<file path="src/pkg/current_detect_pkg.sv">
// Constants for the output current detector: register map, resets, limits and timing
package current_detect_pkg;

   // Register byte addresses
   localparam logic [7:0] ADDR_OC_LEVEL   = 8'h00;
   localparam logic [7:0] ADDR_OC_DELAY   = 8'h04;
   localparam logic [7:0] ADDR_ZC_LEVEL   = 8'h08;
   localparam logic [7:0] ADDR_ZC_TIME    = 8'h0C;
   localparam logic [7:0] ADDR_OC_RETAIN  = 8'h10;
   localparam logic [7:0] ADDR_OC_ACTION  = 8'h14;
   localparam logic [7:0] ADDR_STATUS     = 8'h18;
   localparam logic [7:0] ADDR_IRQ_STATUS = 8'h1C;
   localparam logic [7:0] ADDR_IRQ_CLEAR  = 8'h20;
   localparam logic [7:0] ADDR_IRQ_ENABLE = 8'h24;
   localparam logic [7:0] ADDR_TERM_BASE  = 8'h28;
   localparam int         TERM_COUNT      = 7;

   // Field positions in status and interrupt registers
   localparam int STAT_OC_BIT   = 0;
   localparam int STAT_ZC_BIT   = 1;
   localparam int STAT_TRIP_BIT = 2;
   localparam int IRQ_WIDTH     = 3;

   // Levels are whole percent of rated current, times are 10 ms units
   localparam logic [7:0]  OC_LEVEL_RESET  = 8'h0096;   // 150 %
   localparam logic [7:0]  LEVEL_MAX       = 8'h00DC;   // 220 %
   localparam logic [9:0]  OC_DELAY_RESET  = 10'h0000;  // 0 s
   localparam logic [9:0]  TIME_10S_MAX    = 10'h03E8;  // 10 s
   localparam logic [7:0]  ZC_LEVEL_RESET  = 8'h0005;   // 5 %
   localparam logic [6:0]  ZC_TIME_RESET   = 7'h32;     // 0.5 s
   localparam logic [6:0]  ZC_TIME_MAX     = 7'h64;     // 1 s
   localparam logic [13:0] OC_RETAIN_RESET = 14'h000A;  // 0.1 s
   localparam logic [13:0] RETAIN_FOREVER  = 14'h270F;  // 9999
   localparam logic [6:0]  ZC_MIN_ON_TICKS = 7'h0A;     // 0.1 s
   localparam logic        OC_ACTION_RESET = 1'b0;

   // Terminal function codes
   localparam logic [7:0] FN_OC_POS = 8'h0C;  // 12
   localparam logic [7:0] FN_OC_NEG = 8'h70;  // 112
   localparam logic [7:0] FN_ZC_POS = 8'h0D;  // 13
   localparam logic [7:0] FN_ZC_NEG = 8'h71;  // 113
   localparam logic [7:0] FN_RESET  = 8'h00;

   // Timebase: one tick every 10 ms at a 20 ns clock
   localparam int CLK_PERIOD_NS = 20;
   localparam int TICK_TIME_NS  = 10_000_000;
   localparam int TICK_CYCLES   = TICK_TIME_NS / CLK_PERIOD_NS;
   localparam int TICK_W        = 19;

endpackage : current_detect_pkg

</file>
<file path="src/logic/output_current_detector.sv">
// Output current detector: overcurrent and zero-current signals with timing, trip and terminal routing
//
// What this block does
// - Overcurrent signal after current above level past delay
// - Overcurrent level percent of rated, 0-220, default 150
// - Overcurrent delay 0-10 s, default zero
// - Overcurrent signal held for retention time
// - Retention 9999 holds signal until next start
// - Action 0 keeps running while signal on
// - Action 1 trips with fault at signal turn-on
// - After trip, hold retention or until reset
// - Action change while on takes effect later
// - Overcurrent to terminal with code 12/112
// - Zero-current signal after current below level past time
// - Zero-current time 0-1 s from falling below
// - Zero-current signal held at least 0.1 s
// - Zero-current level 0 disables detection
// - Zero-current to terminal with code 13/113
// - Both signals respond within about 0.1 s
// - Detection stays active during motor tuning
//
// Implementation choices: strobed register access and the placing of the registers.
`timescale 1ns/10ps

module output_current_detector
   import current_detect_pkg::*;
#(
   parameter int TICK_LEN = TICK_CYCLES
) (
   input  wire logic                  core_clk,
   input  wire logic                  srst,
   input  wire logic [7:0]            reg_addr,
   input  wire logic [31:0]           reg_wdata,
   input  wire logic                  reg_write,
   input  wire logic                  reg_read,
   output logic      [31:0]           reg_rdata,
   input  wire logic [8:0]            output_current,
   input  wire logic                  drive_running,
   input  wire logic                  tuning_active,
   input  wire logic                  start_cmd,
   input  wire logic                  fault_reset,
   output logic                       overcurrent_detect_out,
   output logic                       zero_current_detect_out,
   output logic                       overcurrent_detect_fault,
   output logic                       trip_request,
   output logic      [TERM_COUNT-1:0] terminal_out,
   output logic                       irq
);

   typedef struct packed {
      logic [7:0]                 oc_level;
      logic [9:0]                 oc_delay;
      logic [7:0]                 zc_level;
      logic [6:0]                 zc_time;
      logic [13:0]                oc_retain;
      logic                       oc_action;
      logic [TERM_COUNT-1:0][7:0] term_fn;
      logic [TICK_W-1:0]          tick_cnt;
      logic [9:0]                 oc_timer;
      logic [13:0]                oc_hold;
      logic                       oc_on;
      logic                       tripped;
      logic                       trip_pulse;
      logic [6:0]                 zc_timer;
      logic [6:0]                 zc_hold;
      logic                       zc_on;
      logic [IRQ_WIDTH-1:0]       irq_status;
      logic [IRQ_WIDTH-1:0]       irq_enable;
      logic [TERM_COUNT-1:0]      term_out;
      logic [31:0]                rdata;
   } state_t;

   state_t                  st;
   state_t                  next_st;
   logic                    tick;
   logic                    operating;
   logic                    above;
   logic                    below;
   logic [TERM_COUNT-1:0]   term_level;

   // Level a terminal shows for a function code; unknown codes stay off
   function automatic logic term_decode(input logic [7:0] fn, input logic oc, input logic zc);
      logic r;
      r = 1'b0;
      if (fn == FN_OC_POS) begin
         r = oc;
      end else if (fn == FN_OC_NEG) begin
         r = ~oc;
      end else if (fn == FN_ZC_POS) begin
         r = zc;
      end else if (fn == FN_ZC_NEG) begin
         r = ~zc;
      end
      return r;
   endfunction : term_decode

   // Clamp a written value to a ceiling, so out-of-range writes saturate
   function automatic logic [13:0] clamp(input logic [31:0] v, input logic [13:0] lim);
      logic [13:0] r;
      r = (v > {18'h0_0000, lim}) ? lim : v[13:0];
      return r;
   endfunction : clamp

   // One terminal mapper per output; uses registered state, so terminals lag one cycle
   genvar gi;
   generate
      for (gi = 0; gi < TERM_COUNT; gi++) begin : g_term
         assign term_level[gi] = term_decode(st.term_fn[gi], st.oc_on, st.zc_on);
      end
   endgenerate

   // Comparisons are evaluated on the 10 ms tick, well inside the 0.1 s response
   assign tick      = (st.tick_cnt == TICK_W'(TICK_LEN - 1));
   assign operating = drive_running | tuning_active;
   assign above     = operating && (output_current > {1'b0, st.oc_level});
   assign below     = operating && (st.zc_level != 8'h00)
                      && (output_current < {1'b0, st.zc_level});

   // Next-state logic for registers, timers and detection flags
   always_comb begin
      logic [IRQ_WIDTH-1:0] events;
      logic [IRQ_WIDTH-1:0] clr;
      logic                 oc_fire;
      logic                 zc_fire;
      events     = '0;
      clr        = '0;
      // Fire flags default low so no path leaves them unset
      oc_fire    = 1'b0;
      zc_fire    = 1'b0;
      next_st    = st;
      next_st.trip_pulse = 1'b0;
      next_st.term_out   = term_level;
      next_st.tick_cnt   = tick ? '0 : st.tick_cnt + 1'b1;

      // Register writes; limits keep settings inside their documented ranges
      if (reg_write) begin
         unique case (reg_addr)
            ADDR_OC_LEVEL:   next_st.oc_level  = 8'(clamp(reg_wdata, {6'h00, LEVEL_MAX}));
            ADDR_OC_DELAY:   next_st.oc_delay  = 10'(clamp(reg_wdata, {4'h0, TIME_10S_MAX}));
            ADDR_ZC_LEVEL:   next_st.zc_level  = 8'(clamp(reg_wdata, {6'h00, LEVEL_MAX}));
            ADDR_ZC_TIME:    next_st.zc_time   = 7'(clamp(reg_wdata, {7'h00, ZC_TIME_MAX}));
            ADDR_OC_RETAIN:  next_st.oc_retain = (reg_wdata == {18'h0_0000, RETAIN_FOREVER}) ?
                                                 RETAIN_FOREVER :
                                                 clamp(reg_wdata, {4'h0, TIME_10S_MAX});
            ADDR_OC_ACTION:  next_st.oc_action = reg_wdata[0];
            ADDR_IRQ_CLEAR:  clr               = reg_wdata[IRQ_WIDTH-1:0];
            ADDR_IRQ_ENABLE: next_st.irq_enable = reg_wdata[IRQ_WIDTH-1:0];
            default: begin
               for (int i = 0; i < TERM_COUNT; i++) begin
                  if (reg_addr == ADDR_TERM_BASE + 8'(4 * i)) begin
                     next_st.term_fn[i] = reg_wdata[7:0];
                  end
               end
            end
         endcase
      end

      // Overcurrent delay timer counts ticks above level, restarts when it drops
      if (tick) begin
         if (!above) begin
            next_st.oc_timer = '0;
         end else if (st.oc_timer != TIME_10S_MAX) begin
            next_st.oc_timer = st.oc_timer + 1'b1;
         end
      end
      oc_fire = tick && above && !st.oc_on && (st.oc_timer >= st.oc_delay);

      // Action is sampled only at turn-on, so changing it while on does nothing yet
      if (oc_fire) begin
         next_st.oc_on   = 1'b1;
         next_st.oc_hold = '0;
         events[STAT_OC_BIT] = 1'b1;
         if (st.oc_action) begin
            next_st.tripped    = 1'b1;
            next_st.trip_pulse = 1'b1;
            events[STAT_TRIP_BIT] = 1'b1;
         end
      end else if (st.oc_on) begin
         if (tick && st.oc_hold != TIME_10S_MAX) begin
            next_st.oc_hold = st.oc_hold + 1'b1;
         end
         if (st.oc_retain == RETAIN_FOREVER) begin
            if (st.tripped ? fault_reset : start_cmd) begin
               next_st.oc_on = 1'b0;
            end
         end else if (tick && st.oc_hold >= st.oc_retain && !above) begin
            next_st.oc_on = 1'b0;
         end
      end
      if (fault_reset) begin
         next_st.tripped = next_st.trip_pulse;
      end

      // Zero-current timer mirrors the overcurrent one
      if (tick) begin
         if (!below) begin
            next_st.zc_timer = '0;
         end else if (st.zc_timer != ZC_TIME_MAX) begin
            next_st.zc_timer = st.zc_timer + 1'b1;
         end
      end
      zc_fire = tick && below && !st.zc_on && (st.zc_timer >= st.zc_time);
      if (zc_fire) begin
         next_st.zc_on   = 1'b1;
         next_st.zc_hold = '0;
         events[STAT_ZC_BIT] = 1'b1;
      end else if (st.zc_on) begin
         if (tick && st.zc_hold != ZC_MIN_ON_TICKS) begin
            next_st.zc_hold = st.zc_hold + 1'b1;
         end
         if (tick && st.zc_hold >= ZC_MIN_ON_TICKS && !below) begin
            next_st.zc_on = 1'b0;
         end
      end
      // Disabling beats the minimum on time: a zero level must silence the signal now
      if (next_st.zc_level == 8'h00) begin
         next_st.zc_on = 1'b0;
      end

      // Sticky interrupt bits: a new event wins over a clear in the same cycle
      next_st.irq_status = (st.irq_status & ~clr) | events;

      // Registered read port; unmapped addresses read zero
      next_st.rdata = '0;
      if (reg_read) begin
         unique case (reg_addr)
            ADDR_OC_LEVEL:   next_st.rdata = {24'h00_0000, st.oc_level};
            ADDR_OC_DELAY:   next_st.rdata = {22'h00_0000, st.oc_delay};
            ADDR_ZC_LEVEL:   next_st.rdata = {24'h00_0000, st.zc_level};
            ADDR_ZC_TIME:    next_st.rdata = {25'h000_0000, st.zc_time};
            ADDR_OC_RETAIN:  next_st.rdata = {18'h0_0000, st.oc_retain};
            ADDR_OC_ACTION:  next_st.rdata = {31'h0000_0000, st.oc_action};
            ADDR_STATUS:     next_st.rdata = {29'h0000_0000, st.tripped, st.zc_on, st.oc_on};
            ADDR_IRQ_STATUS: next_st.rdata = {29'h0000_0000, st.irq_status};
            ADDR_IRQ_ENABLE: next_st.rdata = {29'h0000_0000, st.irq_enable};
            default: begin
               for (int i = 0; i < TERM_COUNT; i++) begin
                  if (reg_addr == ADDR_TERM_BASE + 8'(4 * i)) begin
                     next_st.rdata = {24'h00_0000, st.term_fn[i]};
                  end
               end
            end
         endcase
      end
   end

   // State register; reset restores defaults and drops any held trip
   always_ff @(posedge core_clk) begin
      if (srst) begin
         st           <= '0;
         st.oc_level  <= OC_LEVEL_RESET;
         st.oc_delay  <= OC_DELAY_RESET;
         st.zc_level  <= ZC_LEVEL_RESET;
         st.zc_time   <= ZC_TIME_RESET;
         st.oc_retain <= OC_RETAIN_RESET;
         st.oc_action <= OC_ACTION_RESET;
         st.term_fn   <= {TERM_COUNT{FN_RESET}};
      end else begin
         st <= next_st;
      end
   end

   // Outputs
   assign reg_rdata                = st.rdata;
   assign overcurrent_detect_out   = st.oc_on;
   assign zero_current_detect_out  = st.zc_on;
   assign overcurrent_detect_fault = st.tripped;
   assign trip_request             = st.trip_pulse;
   assign terminal_out             = st.term_out;
   assign irq                      = |(st.irq_status & st.irq_enable);
endmodule : output_current_detector

</file>
<file path="config.mk">
export PLATFORM = sky130hd
export DESIGN_NAME = output_current_detector
export DESIGN_NICKNAME = d
export VERILOG_FILES = /design/src/pkg/current_detect_pkg.sv /design/src/logic/output_current_detector.sv
export SDC_FILE = /design/constraint.sdc
export NUM_CORES = 1
export LEC_CHECK = 0
export BUFFER_PORTS_ARGS = -buffer_cell sky130_fd_sc_hd__buf_2
export CORE_MARGIN = 2
export CORE_UTILIZATION = 40
export CTS_CLUSTER_SIZE = 12
export DETAILED_ROUTE_END_ITERATION = 7
export GPL_ROUTABILITY_DRIVEN = 0
export SYNTH_ARGS = -nofsm -noshare
export SYNTH_HDL_FRONTEND = slang
export SYNTH_SLANG_ARGS = --single-unit
</file>
<file path="constraint.sdc">
create_clock -name core_clk -period 3.9 [get_ports core_clk]
set_clock_uncertainty 0.05 [all_clocks]
set_input_delay 0.585 -clock core_clk [delete_from_list [all_inputs] [get_ports core_clk]]
set_output_delay 0.585 -clock core_clk [all_outputs]
set_load 0.1 [all_outputs]
</file>
==> run metrics, run 1 <==
FF+latch count, synth 192; placed cell areas between 10000 and 15000 µm²; maxcap violations 0; DRT iter0 DRCs 746; Fmax 359.9 MHz; Reg-to-Reg Start st[94]; dpl hpwl 22420 µm; hold_ws 0.3965 ns; number of buffers created by CTS 17; VDD IR-drop max 230.2 µV; Die X 164.5 µm; setup tns final 0 ns; Worst Path Max Fanout 14; FF-to-FF End st[69]; Post-Syn Area 10300 µm²; Cell variety after synth 66; P&R area growth vs syn 10.55%; Worst EP required between 4 and 5 ns; CP Launch Point st[94]; fin crit period 2.779 ns; routed len/inst 18.52 µm; Tot Pwr roughly 4.0 mW; Clock Path Buffers 2; I/O Buffers 82; H-tree levels 4; routed vias around 9300; cell at the root of the clock tree clkbuf_16; Post-Place Cells 1601; design area 11380 µm²; Max stage delay on crit path 0.56 ns; drt drc 0; setup-violating endpoint count in the final report 0; Mapped Avg Cell Area 8.180 µm²; clock-pin slew on the worst setup and hold paths around 0.080 ns; CTS tree yes; slew margin rel. 41.92%; commonest non-fill, non-tap cell in the layout dfxtp_1; end of the critical path st[69]; Ports 101; Total GRT Usage 22.58%; Leakage about 4.3 nW; Hold Startpoint fault_reset; final wirelength 30240 µm; post-route setup slack 1.121 ns; row count 58; Final Max Tran Viols 0; Hold-fix buffers, CTS 0; PwrDens 349.6 nW/µm²; largest net degree at the start of global routing 55; Initial Util 40.78%; Worst Hold Class input port to flip-flop; latest clock arrival within the worst-skew pair 0.45 ns; initial antenna violation count 2; async set or reset register ratio after synthesis 0%; Final ANT Viol Nets 0; unrepaired setup endpoints after global routing no; post_cts resized 0; Syn Inst Count roughly 1300; commonest cells after routing, fill and taps aside 192 x dfxtp_1, 129 x nor2_1, 110 x nand2_1, 104 x nand3_1, 81 x buf_2; layout cells sized above 1 11.75%; FF-to-FF path depth 6; Worst Setup Start Kind flip-flop; global-route wire length before repair 47220 µm; final core utilization 45.08%; Slew @ Worst Pin 0.8646 ns; critical path type flip-flop to flip-flop; CORE AREA around 25000 µm²; status finished, final reports clean; DR vias/cell 5.713; vias in the first global route 8522; TritonRoute pass-1 iters 7; R2R setup slack 1.12 ns; fin cells 1633; CP endpoint kind flip-flop; Slowest-stage cell, CP or4b_4; Place WS 0.8248 ns; Die Y 164.5 µm; Post-synth EDFFs 0; area of the die 27050 µm²; CP arrival 3.04 ns; ys flop type dfxtp_1; Period Utilization, post-route 71.25%; Seq/Total Area, Yosys 37.32%; CP Cell Sequence or4b_4, nor4b_4, and2_1, nand4b_1, nand2_1, nor2_1; Total Nets Final 1402; total grt overflow 0; Final Hold Viols 0; # clock sinks roughly 190; Warnings, synthesis 0; post-CTS setup buffers 0
report_power, final:
| part | internal [mW] | switching, mW | leakage (nW) | total, mW |
|---|---|---|---|---|
| clock network | 0.853 | 0.862 | 0.276 | 1.71 |
| logic | 0.0647 | 0.234 | 2.52 | 0.299 |
| registers | 1.96 | 0.00428 | 1.55 | 1.97 |
critical path, delay by kind of cell, from the launching register on:
kind	cells	cell delay, ns
AND/OR/NAND/NOR	6	2.25
flip-flops	1	0.34
synth_stat cells, types with 8 or more instances:
master	instances	area, µm²
xnor2_1	21	183.9
nor4_1	28	175.2
a31oi_1	15	93.84
o31ai_1	9	67.56
mux2i_1	40	400.4
a21oi_1	63	315.3
or3_1	9	56.30
ha_1	55	688.2
inv_1	66	247.7
nand2b_1	8	50.05
nor3_1	50	250.2
xor2_1	21	183.9
a221oi_1	10	87.58
a211oi_1	18	135.1
nand3_1	104	520.5
and3_1	17	106.4
nand4_1	20	125.1
a22oi_1	10	75.07
clkbuf_1	57	214.0
buf_4	39	292.8
nand2_1	110	412.9
o21ai_0	52	260.3
nor2_1	129	484.2
dfxtp_1	192	3844
sequential cells by signal (all words and copies together), names as in the netlist:
name                      count
zero_current_detect_out       1
terminal_out                  7
trip_request                  1
overcurrent_detect_fault      1
reg_rdata                    14
st                          167
overcurrent_detect_out        1
how the worst min path moves through the flow:
stage / to / slack (ns) / cells after the start
finish: overcurrent_detect_fault / 0.40 / 3
global route: overcurrent_detect_fault / 0.39 / 3
CTS: overcurrent_detect_fault / 0.38 / 3
detailed placement: terminal_out[1] / 0.40 / 1
global placement: st[87] / 0.40 / 1
floorplan: terminal_out[4] / 0.37 / 1
per-layer routing:
layer / up-vias / wire, µm / track usage (%) / part of all wire, %
li1: 4534 / - / - / -
met1: 4394 / 13740 / 31.35 / 45
met2: 350 / 13420 / 35.01 / 44
met3: 49 / 2306 / 4.596 / 7.6
met4: 2 / 763 / 7.589 / 2.5
met5: - / 7 / 0 / 0.023
kinds of logic after synthesis:
kind of cell	after synthesis	share of synthesized area, %
flip-flops	192	37.32
AO/OA/AOI/OAI	236	14.86
buffers and inverters	170	7.654
other	1	0.03641
adder cells (fa/ha/maj)	55	6.682
multiplexers	50	5.528
AND/OR/NAND/NOR	513	24.35
XOR/XNOR	42	3.572
final cells by class:
class | instances | area [µm²]
fill | 2567 | 13870
multi-input combinational | 914 | 5766
sequential | 192 | 3844
timing repair buffer | 99 | 540.5
clock buffer | 18 | 429.2
tap | 330 | 412.9
inverter | 66 | 247.7
clock inverter | 13 | 142.6
antenna | 1 | 2.502
Note: power is estimated with default switching activity, not from simulation.
==> run 2: changes to the inputs <==
==> constraint.sdc (replaced) <==
create_clock -name core_clk -period 2.5 [get_ports core_clk]
set_clock_uncertainty 0.05 [all_clocks]
set_input_delay 0.375 -clock core_clk [delete_from_list [all_inputs] [get_ports core_clk]]
set_output_delay 0.375 -clock core_clk [all_outputs]
set_load 0.1 [all_outputs]
==> run metrics, run 2 (synthesized netlist as in run 1, its figures left out) <==
status finished, final reports clean; Layout fillers 2529 (-1.5%); drt drc 0 (unchanged); Hold-fix buffers, CTS 0 (unchanged); Total Nets Final 1450 (+3.4%); critical path type flip-flop to flip-flop; Slew @ Worst Pin 0.8930 ns (+0.02845 ns); Worst Path Max Fanout 6 (-8); CTS tree yes; Fmax 420.3 MHz (+17%); Final Hold Viols 0 (unchanged); H-tree levels 4 (unchanged); fin crit period 2.379 ns (-0.3994 ns); Worst Setup Start Kind flip-flop; # diodes 0 (-1); final wirelength 31070 µm (+2.7%); multi-input logic area 5778 µm² (+0.22%); met2 Resource Use GR 37.14% (+2.1 points); Die X 164.5 µm (unchanged); GR met1 Demand/Resource 33.02% (+1.7 points); Period Utilization, post-route 95.17% (+24 points); commonest non-fill, non-tap cell in the layout dfxtp_1; busiest grt layer met2; Worst Hold Class input port to flip-flop; area of the die 27050 µm² (unchanged); CP endpoint kind flip-flop; routed vias 9477 (+1.6%); maxcap violations 0 (unchanged); commonest cells after routing, fill and taps aside 192 x dfxtp_1, 129 x nor2_1, 110 x nand2_1, 104 x nand3_1, 81 x buf_2; max reg flops 167 (unchanged); I/O Buffers 82 (unchanged); routed len/inst 18.48 µm (-0.19%); largest net degree at the start of global routing 47 (-15%); CP arrival 2.70 ns (-0.34 ns); Initial Util 40.78% (unchanged); Leakage 4.593 nW (+5.8%); placed cell areas 11220 µm² (+3.8%); Place WS 0.07881 ns (-0.7460 ns); latest clock arrival within the worst-skew pair 0.44 ns (about the same); row count 58 (unchanged); slew margin rel. 40.38% (-1.5 points); vias in the first global route 8823 (+3.5%); Final Max Tran Viols 0 (unchanged); Sequential Area 3844 µm² (unchanged); number of buffers created by CTS 17 (unchanged); Post-Place Cells 1649 (+3.0%); CORE AREA 25250 µm² (unchanged); hold_ws 0.1612 ns (-0.2353 ns); DRT iter0 DRCs 706 (-5.4%); cell at the root of the clock tree clkbuf_16; setup tns final 0 ns (unchanged); Total GRT Usage 23.49% (+0.92 points); # clock sinks 192 (unchanged); Die Y 164.5 µm (unchanged); met3 GRT Util 4.219% (-0.38 points); PwrDens 528.5 nW/µm² (+51%); setup-violating endpoint count in the final report 0 (unchanged); VDD IR-drop max 332.1 µV (+44%); design area 11790 µm² (+3.6%); P&R area growth vs syn 14.51%; Worst EP required 2.82 ns (-1.34 ns); global-route wire length before repair 49170 µm (+4.1%); largest reg by FF count st; dpl hpwl 23230 µm (+3.6%); fin cells 1681 (+2.9%); Final ANT Viol Nets 0 (unchanged); initial antenna violation count 1 (-1); clock-pin slew on the worst setup and hold paths 0.08 ns (about the same); DR vias/cell 5.638 (-1.3%); unrepaired setup endpoints after global routing no; total grt overflow 0 (unchanged); Ports 101 (unchanged); Clock Path Buffers 2 (unchanged); layout cells sized above 1 15.17% (+3.4 points); TritonRoute pass-1 iters 7 (unchanged); post-route setup slack 0.1207 ns (-1.001 ns)
## run 2: changes by cell type in the layout (fill, tap and decap cells not counted), sizes merged
| cell | change |
|---|---|
| inv | +1 |
| diode | -1 |
| clkinv | -1 |
| buf | +48 |
| clkbuf | +1 |
## run 2: worst paths after layout
| path | slack [ns] | endpoint | startpoint | cells past startpoint |
|---|---|---|---|---|
| worst max-delay path | 0.12 | st[71] | st[94] | 6 |
| worst min register to register | 0.41 | terminal_out[3] | st[131] | 1 |
| worst max register to register | 0.12 | st[71] | st[94] | 6 |
| worst min-delay path | 0.16 | st[80] | srst | 2 |
## run 2: per-stage QoR
stage | power, mW | utilization, %
2_1_floorplan | 3.471 | -
3_3_place_gp | 3.642 | 44.43
3_5_place_dp | 3.644 | 44.43
4_1_cts | 6.266 | 46.65
5_1_grt | 6.447 | 46.70
6_report | 6.233 | 46.70
## run 2: layout make-up
type | instances | share of cell area (%)
clock buffers | 19 | 3.756
multi-input cells | 914 | 49.00
well taps | 330 | 3.501
inverters | 66 | 2.101
flip-flops and latches | 192 | 32.59
clock inverters | 13 | 0.9867
repair buffers | 147 | 8.064
## run 2: power by group
group | internal [mW] | total (mW) | switching (mW)
clock | 1.34 | 2.65 | 1.31
sequential | 3.06 | 3.07 | 0.00632
combinational | 0.133 | 0.512 | 0.379
## run 2: metal layers
| metal | up-vias | share of wire (%) | wire length, µm |
|---|---|---|---|
| li1 | 4622 | - | - |
| met1 | 4505 | 47 | 14580 |
| met2 | 306 | 45 | 13950 |
| met3 | 42 | 6.2 | 1933 |
| met4 | 2 | 1.9 | 601 |
| met5 | - | 0.023 | 7 |
## run 2: timing repair
action | CTS | global route
endpoints found under the setup margin | 0 | 10
gates resized for setup | 0 | 4
setup buffers | 0 | 0
## run 2: worst max-delay path, stage by stage, from the launching register on
cell and delay (ns):
dfxtp_1 0.34, or4b_4 0.57, nor4b_4 0.28, nand4_2 0.20, or3_4 0.40, or3_1 0.31
a21oi_1 0.15
==> run 3: changes to the inputs <==
--- a/config.mk
+++ b/config.mk
@@ -11,6 +11,7 @@
 export CTS_CLUSTER_SIZE = 12
 export DETAILED_ROUTE_END_ITERATION = 7
 export GPL_ROUTABILITY_DRIVEN = 0
+export MAX_ROUTING_LAYER = met4
 export SYNTH_ARGS = -nofsm -noshare
 export SYNTH_HDL_FRONTEND = slang
 export SYNTH_SLANG_ARGS = --single-unit
==> run metrics, run 3 (synthesized netlist as in run 1, its figures left out) <==
status finished, final reports clean; drt drc 0 (unchanged); multi-input logic area 5778 µm² (unchanged); largest reg by FF count st; Clock Path Buffers 2 (unchanged); routed len/inst 18.47 µm (about the same); Fmax 420.6 MHz (about the same); Ports 101 (unchanged); Logic pwr share 8.2% (about the same); setup-violating endpoint count in the final report 0 (unchanged); DR vias/cell 5.655 (+0.30%); CORE AREA 25250 µm² (unchanged); TritonRoute pass-1 iters 5 (-2); vias in the first global route 8830 (+0.079%); Leakage 4.593 nW (about the same); layout cells sized above 1 15.17% (unchanged); Worst Setup Start Kind flip-flop; CTS tree yes; max reg flops 167 (unchanged); sequential power share 49.3% (about the same); Worst Hold Class input port to flip-flop; total grt overflow 0 (unchanged); cell at the root of the clock tree clkbuf_16; row count 58 (unchanged); Total Nets Final 1450 (unchanged); final wirelength 31070 µm (about the same); post-CTS setup buffers 0 (unchanged); PwrDens 527.9 nW/µm² (-0.11%); DRT iter0 DRCs 750 (+6.2%); Max stage delay on crit path 0.57 ns (about the same); P&R area growth vs syn 14.53% (about the same); H-tree levels 4 (unchanged); Final ANT Viol Nets 0 (unchanged); VDD IR-drop max 333.8 µV (+0.51%); Slowest-stage cell, CP or4b_4; Initial Util 40.78% (unchanged); latest clock arrival within the worst-skew pair 0.44 ns (about the same); clock-pin slew on the worst setup and hold paths 0.08 ns (about the same); NetSw 1.691 mW (-0.35%); commonest cells after routing, fill and taps aside 192 x dfxtp_1, 129 x nor2_1, 110 x nand2_1, 104 x nand3_1, 81 x buf_2; Hold-fix buffers, CTS 0 (unchanged); Place WS 0.07881 ns (unchanged); routed vias 9511 (+0.36%); Worst Path Max Fanout 6 (unchanged); Die X 164.5 µm (unchanged); Layout fillers 2528 (-0.040%); CP endpoint kind flip-flop; maxcap violations 0 (unchanged); area of the die 27050 µm² (unchanged); largest net degree at the start of global routing 47 (unchanged); Final Hold Viols 0 (unchanged); # clock sinks 192 (unchanged); dpl hpwl 23230 µm (unchanged); Slew @ Worst Pin 0.8586 ns (-0.03441 ns); sw frac 27.15% (-0.071 points); CP arrival 2.70 ns (about the same); unrepaired setup endpoints after global routing no; Die Y 164.5 µm (unchanged); fin crit period 2.378 ns (-0.001701 ns); critical path type flip-flop to flip-flop; Final Max Tran Viols 0 (unchanged); post_cts resized 0 (unchanged); initial antenna violation count 1 (unchanged); CP Cell Sequence or4b_4, nor4b_4, nand4_2, or3_4, or3_1, a21oi_1; CP bufs+invs 0 (unchanged); I/O Buffers 82 (unchanged); slew margin rel. 42.68% (+2.3 points); cell family with most CP delay simple AND/OR/NAND/NOR gates; number of buffers created by CTS 17 (unchanged); Period Utilization, post-route 95.10% (about the same); commonest non-fill, non-tap cell in the layout dfxtp_1; Worst EP required 2.82 ns (about the same); Total GRT Usage 24.15% (+0.66 points); P_int 4.536 mW (about the same); clock power share 42.5% (about the same); setup tns final 0 ns (unchanged); Sequential Area 3844 µm² (unchanged); post-route setup slack 0.1224 ns (+0.001701 ns); global-route wire length before repair 49160 µm (about the same)
-- run 3: changes by cell type in the layout (fill, tap and decap cells not counted), sizes merged --
cell	delta
diode	+1
-- run 3: per-layer routing --
layer	GRT usage, %	vias up	wire, µm
met5	-	-	0
met4	6.166	0	561
met1	33.09	4507	14540
met3	4.093	36	1953
met2	37.11	349	14020
li1	-	4619	-
-- run 3: final cells by class --
| type | count | share of cell area, % |
|---|---|---|
| repair buffers | 147 | 8.062 |
| flip-flops and latches | 192 | 32.59 |
| diodes | 1 | 0.02122 |
| clock buffers | 19 | 3.755 |
| inverters | 66 | 2.100 |
| clock inverters | 13 | 0.9865 |
| well taps | 330 | 3.501 |
| multi-input cells | 914 | 48.99 |
-- run 3: final timing paths --
| path | end | cells after the start | startpoint | slack (ns) |
|---|---|---|---|---|
| max | st[71] | 6 | st[94] | 0.12 |
| min | st[80] | 2 | srst | 0.17 |
| max reg2reg | st[71] | 6 | st[94] | 0.12 |
| min reg2reg | terminal_out[3] | 1 | st[131] | 0.41 |
-- run 3: worst register-to-register path, stage by stage, from the launching register on --
cell and delay (ns):
dfxtp_1 0.34, or4b_4 0.57, nor4b_4 0.28, nand4_2 0.20
or3_4 0.40, or3_1 0.32, a21oi_1 0.15
-- run 3: power by group through the flow --
| stage | sequential (mW) | combinational [mW] | clock [mW] |
|---|---|---|---|
| 5_1_grt | 3.07 | 0.541 | 2.84 |
| 2_1_floorplan | 3.14 | 0.333 | 0 |
| 4_1_cts | 3.07 | 0.505 | 2.69 |
| 6_report | 3.07 | 0.513 | 2.65 |
| 3_3_place_gp | 3.14 | 0.503 | 0 |
| 3_5_place_dp | 3.14 | 0.504 | 0 |
-- run 3: per-stage QoR --
step | std cells | total power [mW] | utilization (%) | instance area, µm² | hold WS, ns
3_5_place_dp | 1649 | 3.644 | 44.43 | 11220 | 0.4015
6_report | 1682 | 6.227 | 46.71 | 11800 | 0.1653
3_3_place_gp | 1649 | 3.642 | 44.43 | 11220 | 0.3920
5_1_grt | 1682 | 6.446 | 46.71 | 11800 | 0.1525
4_1_cts | 1681 | 6.266 | 46.65 | 11780 | 0.1513
2_1_floorplan | 1276 | 3.471 | - | 10360 | 0.3666
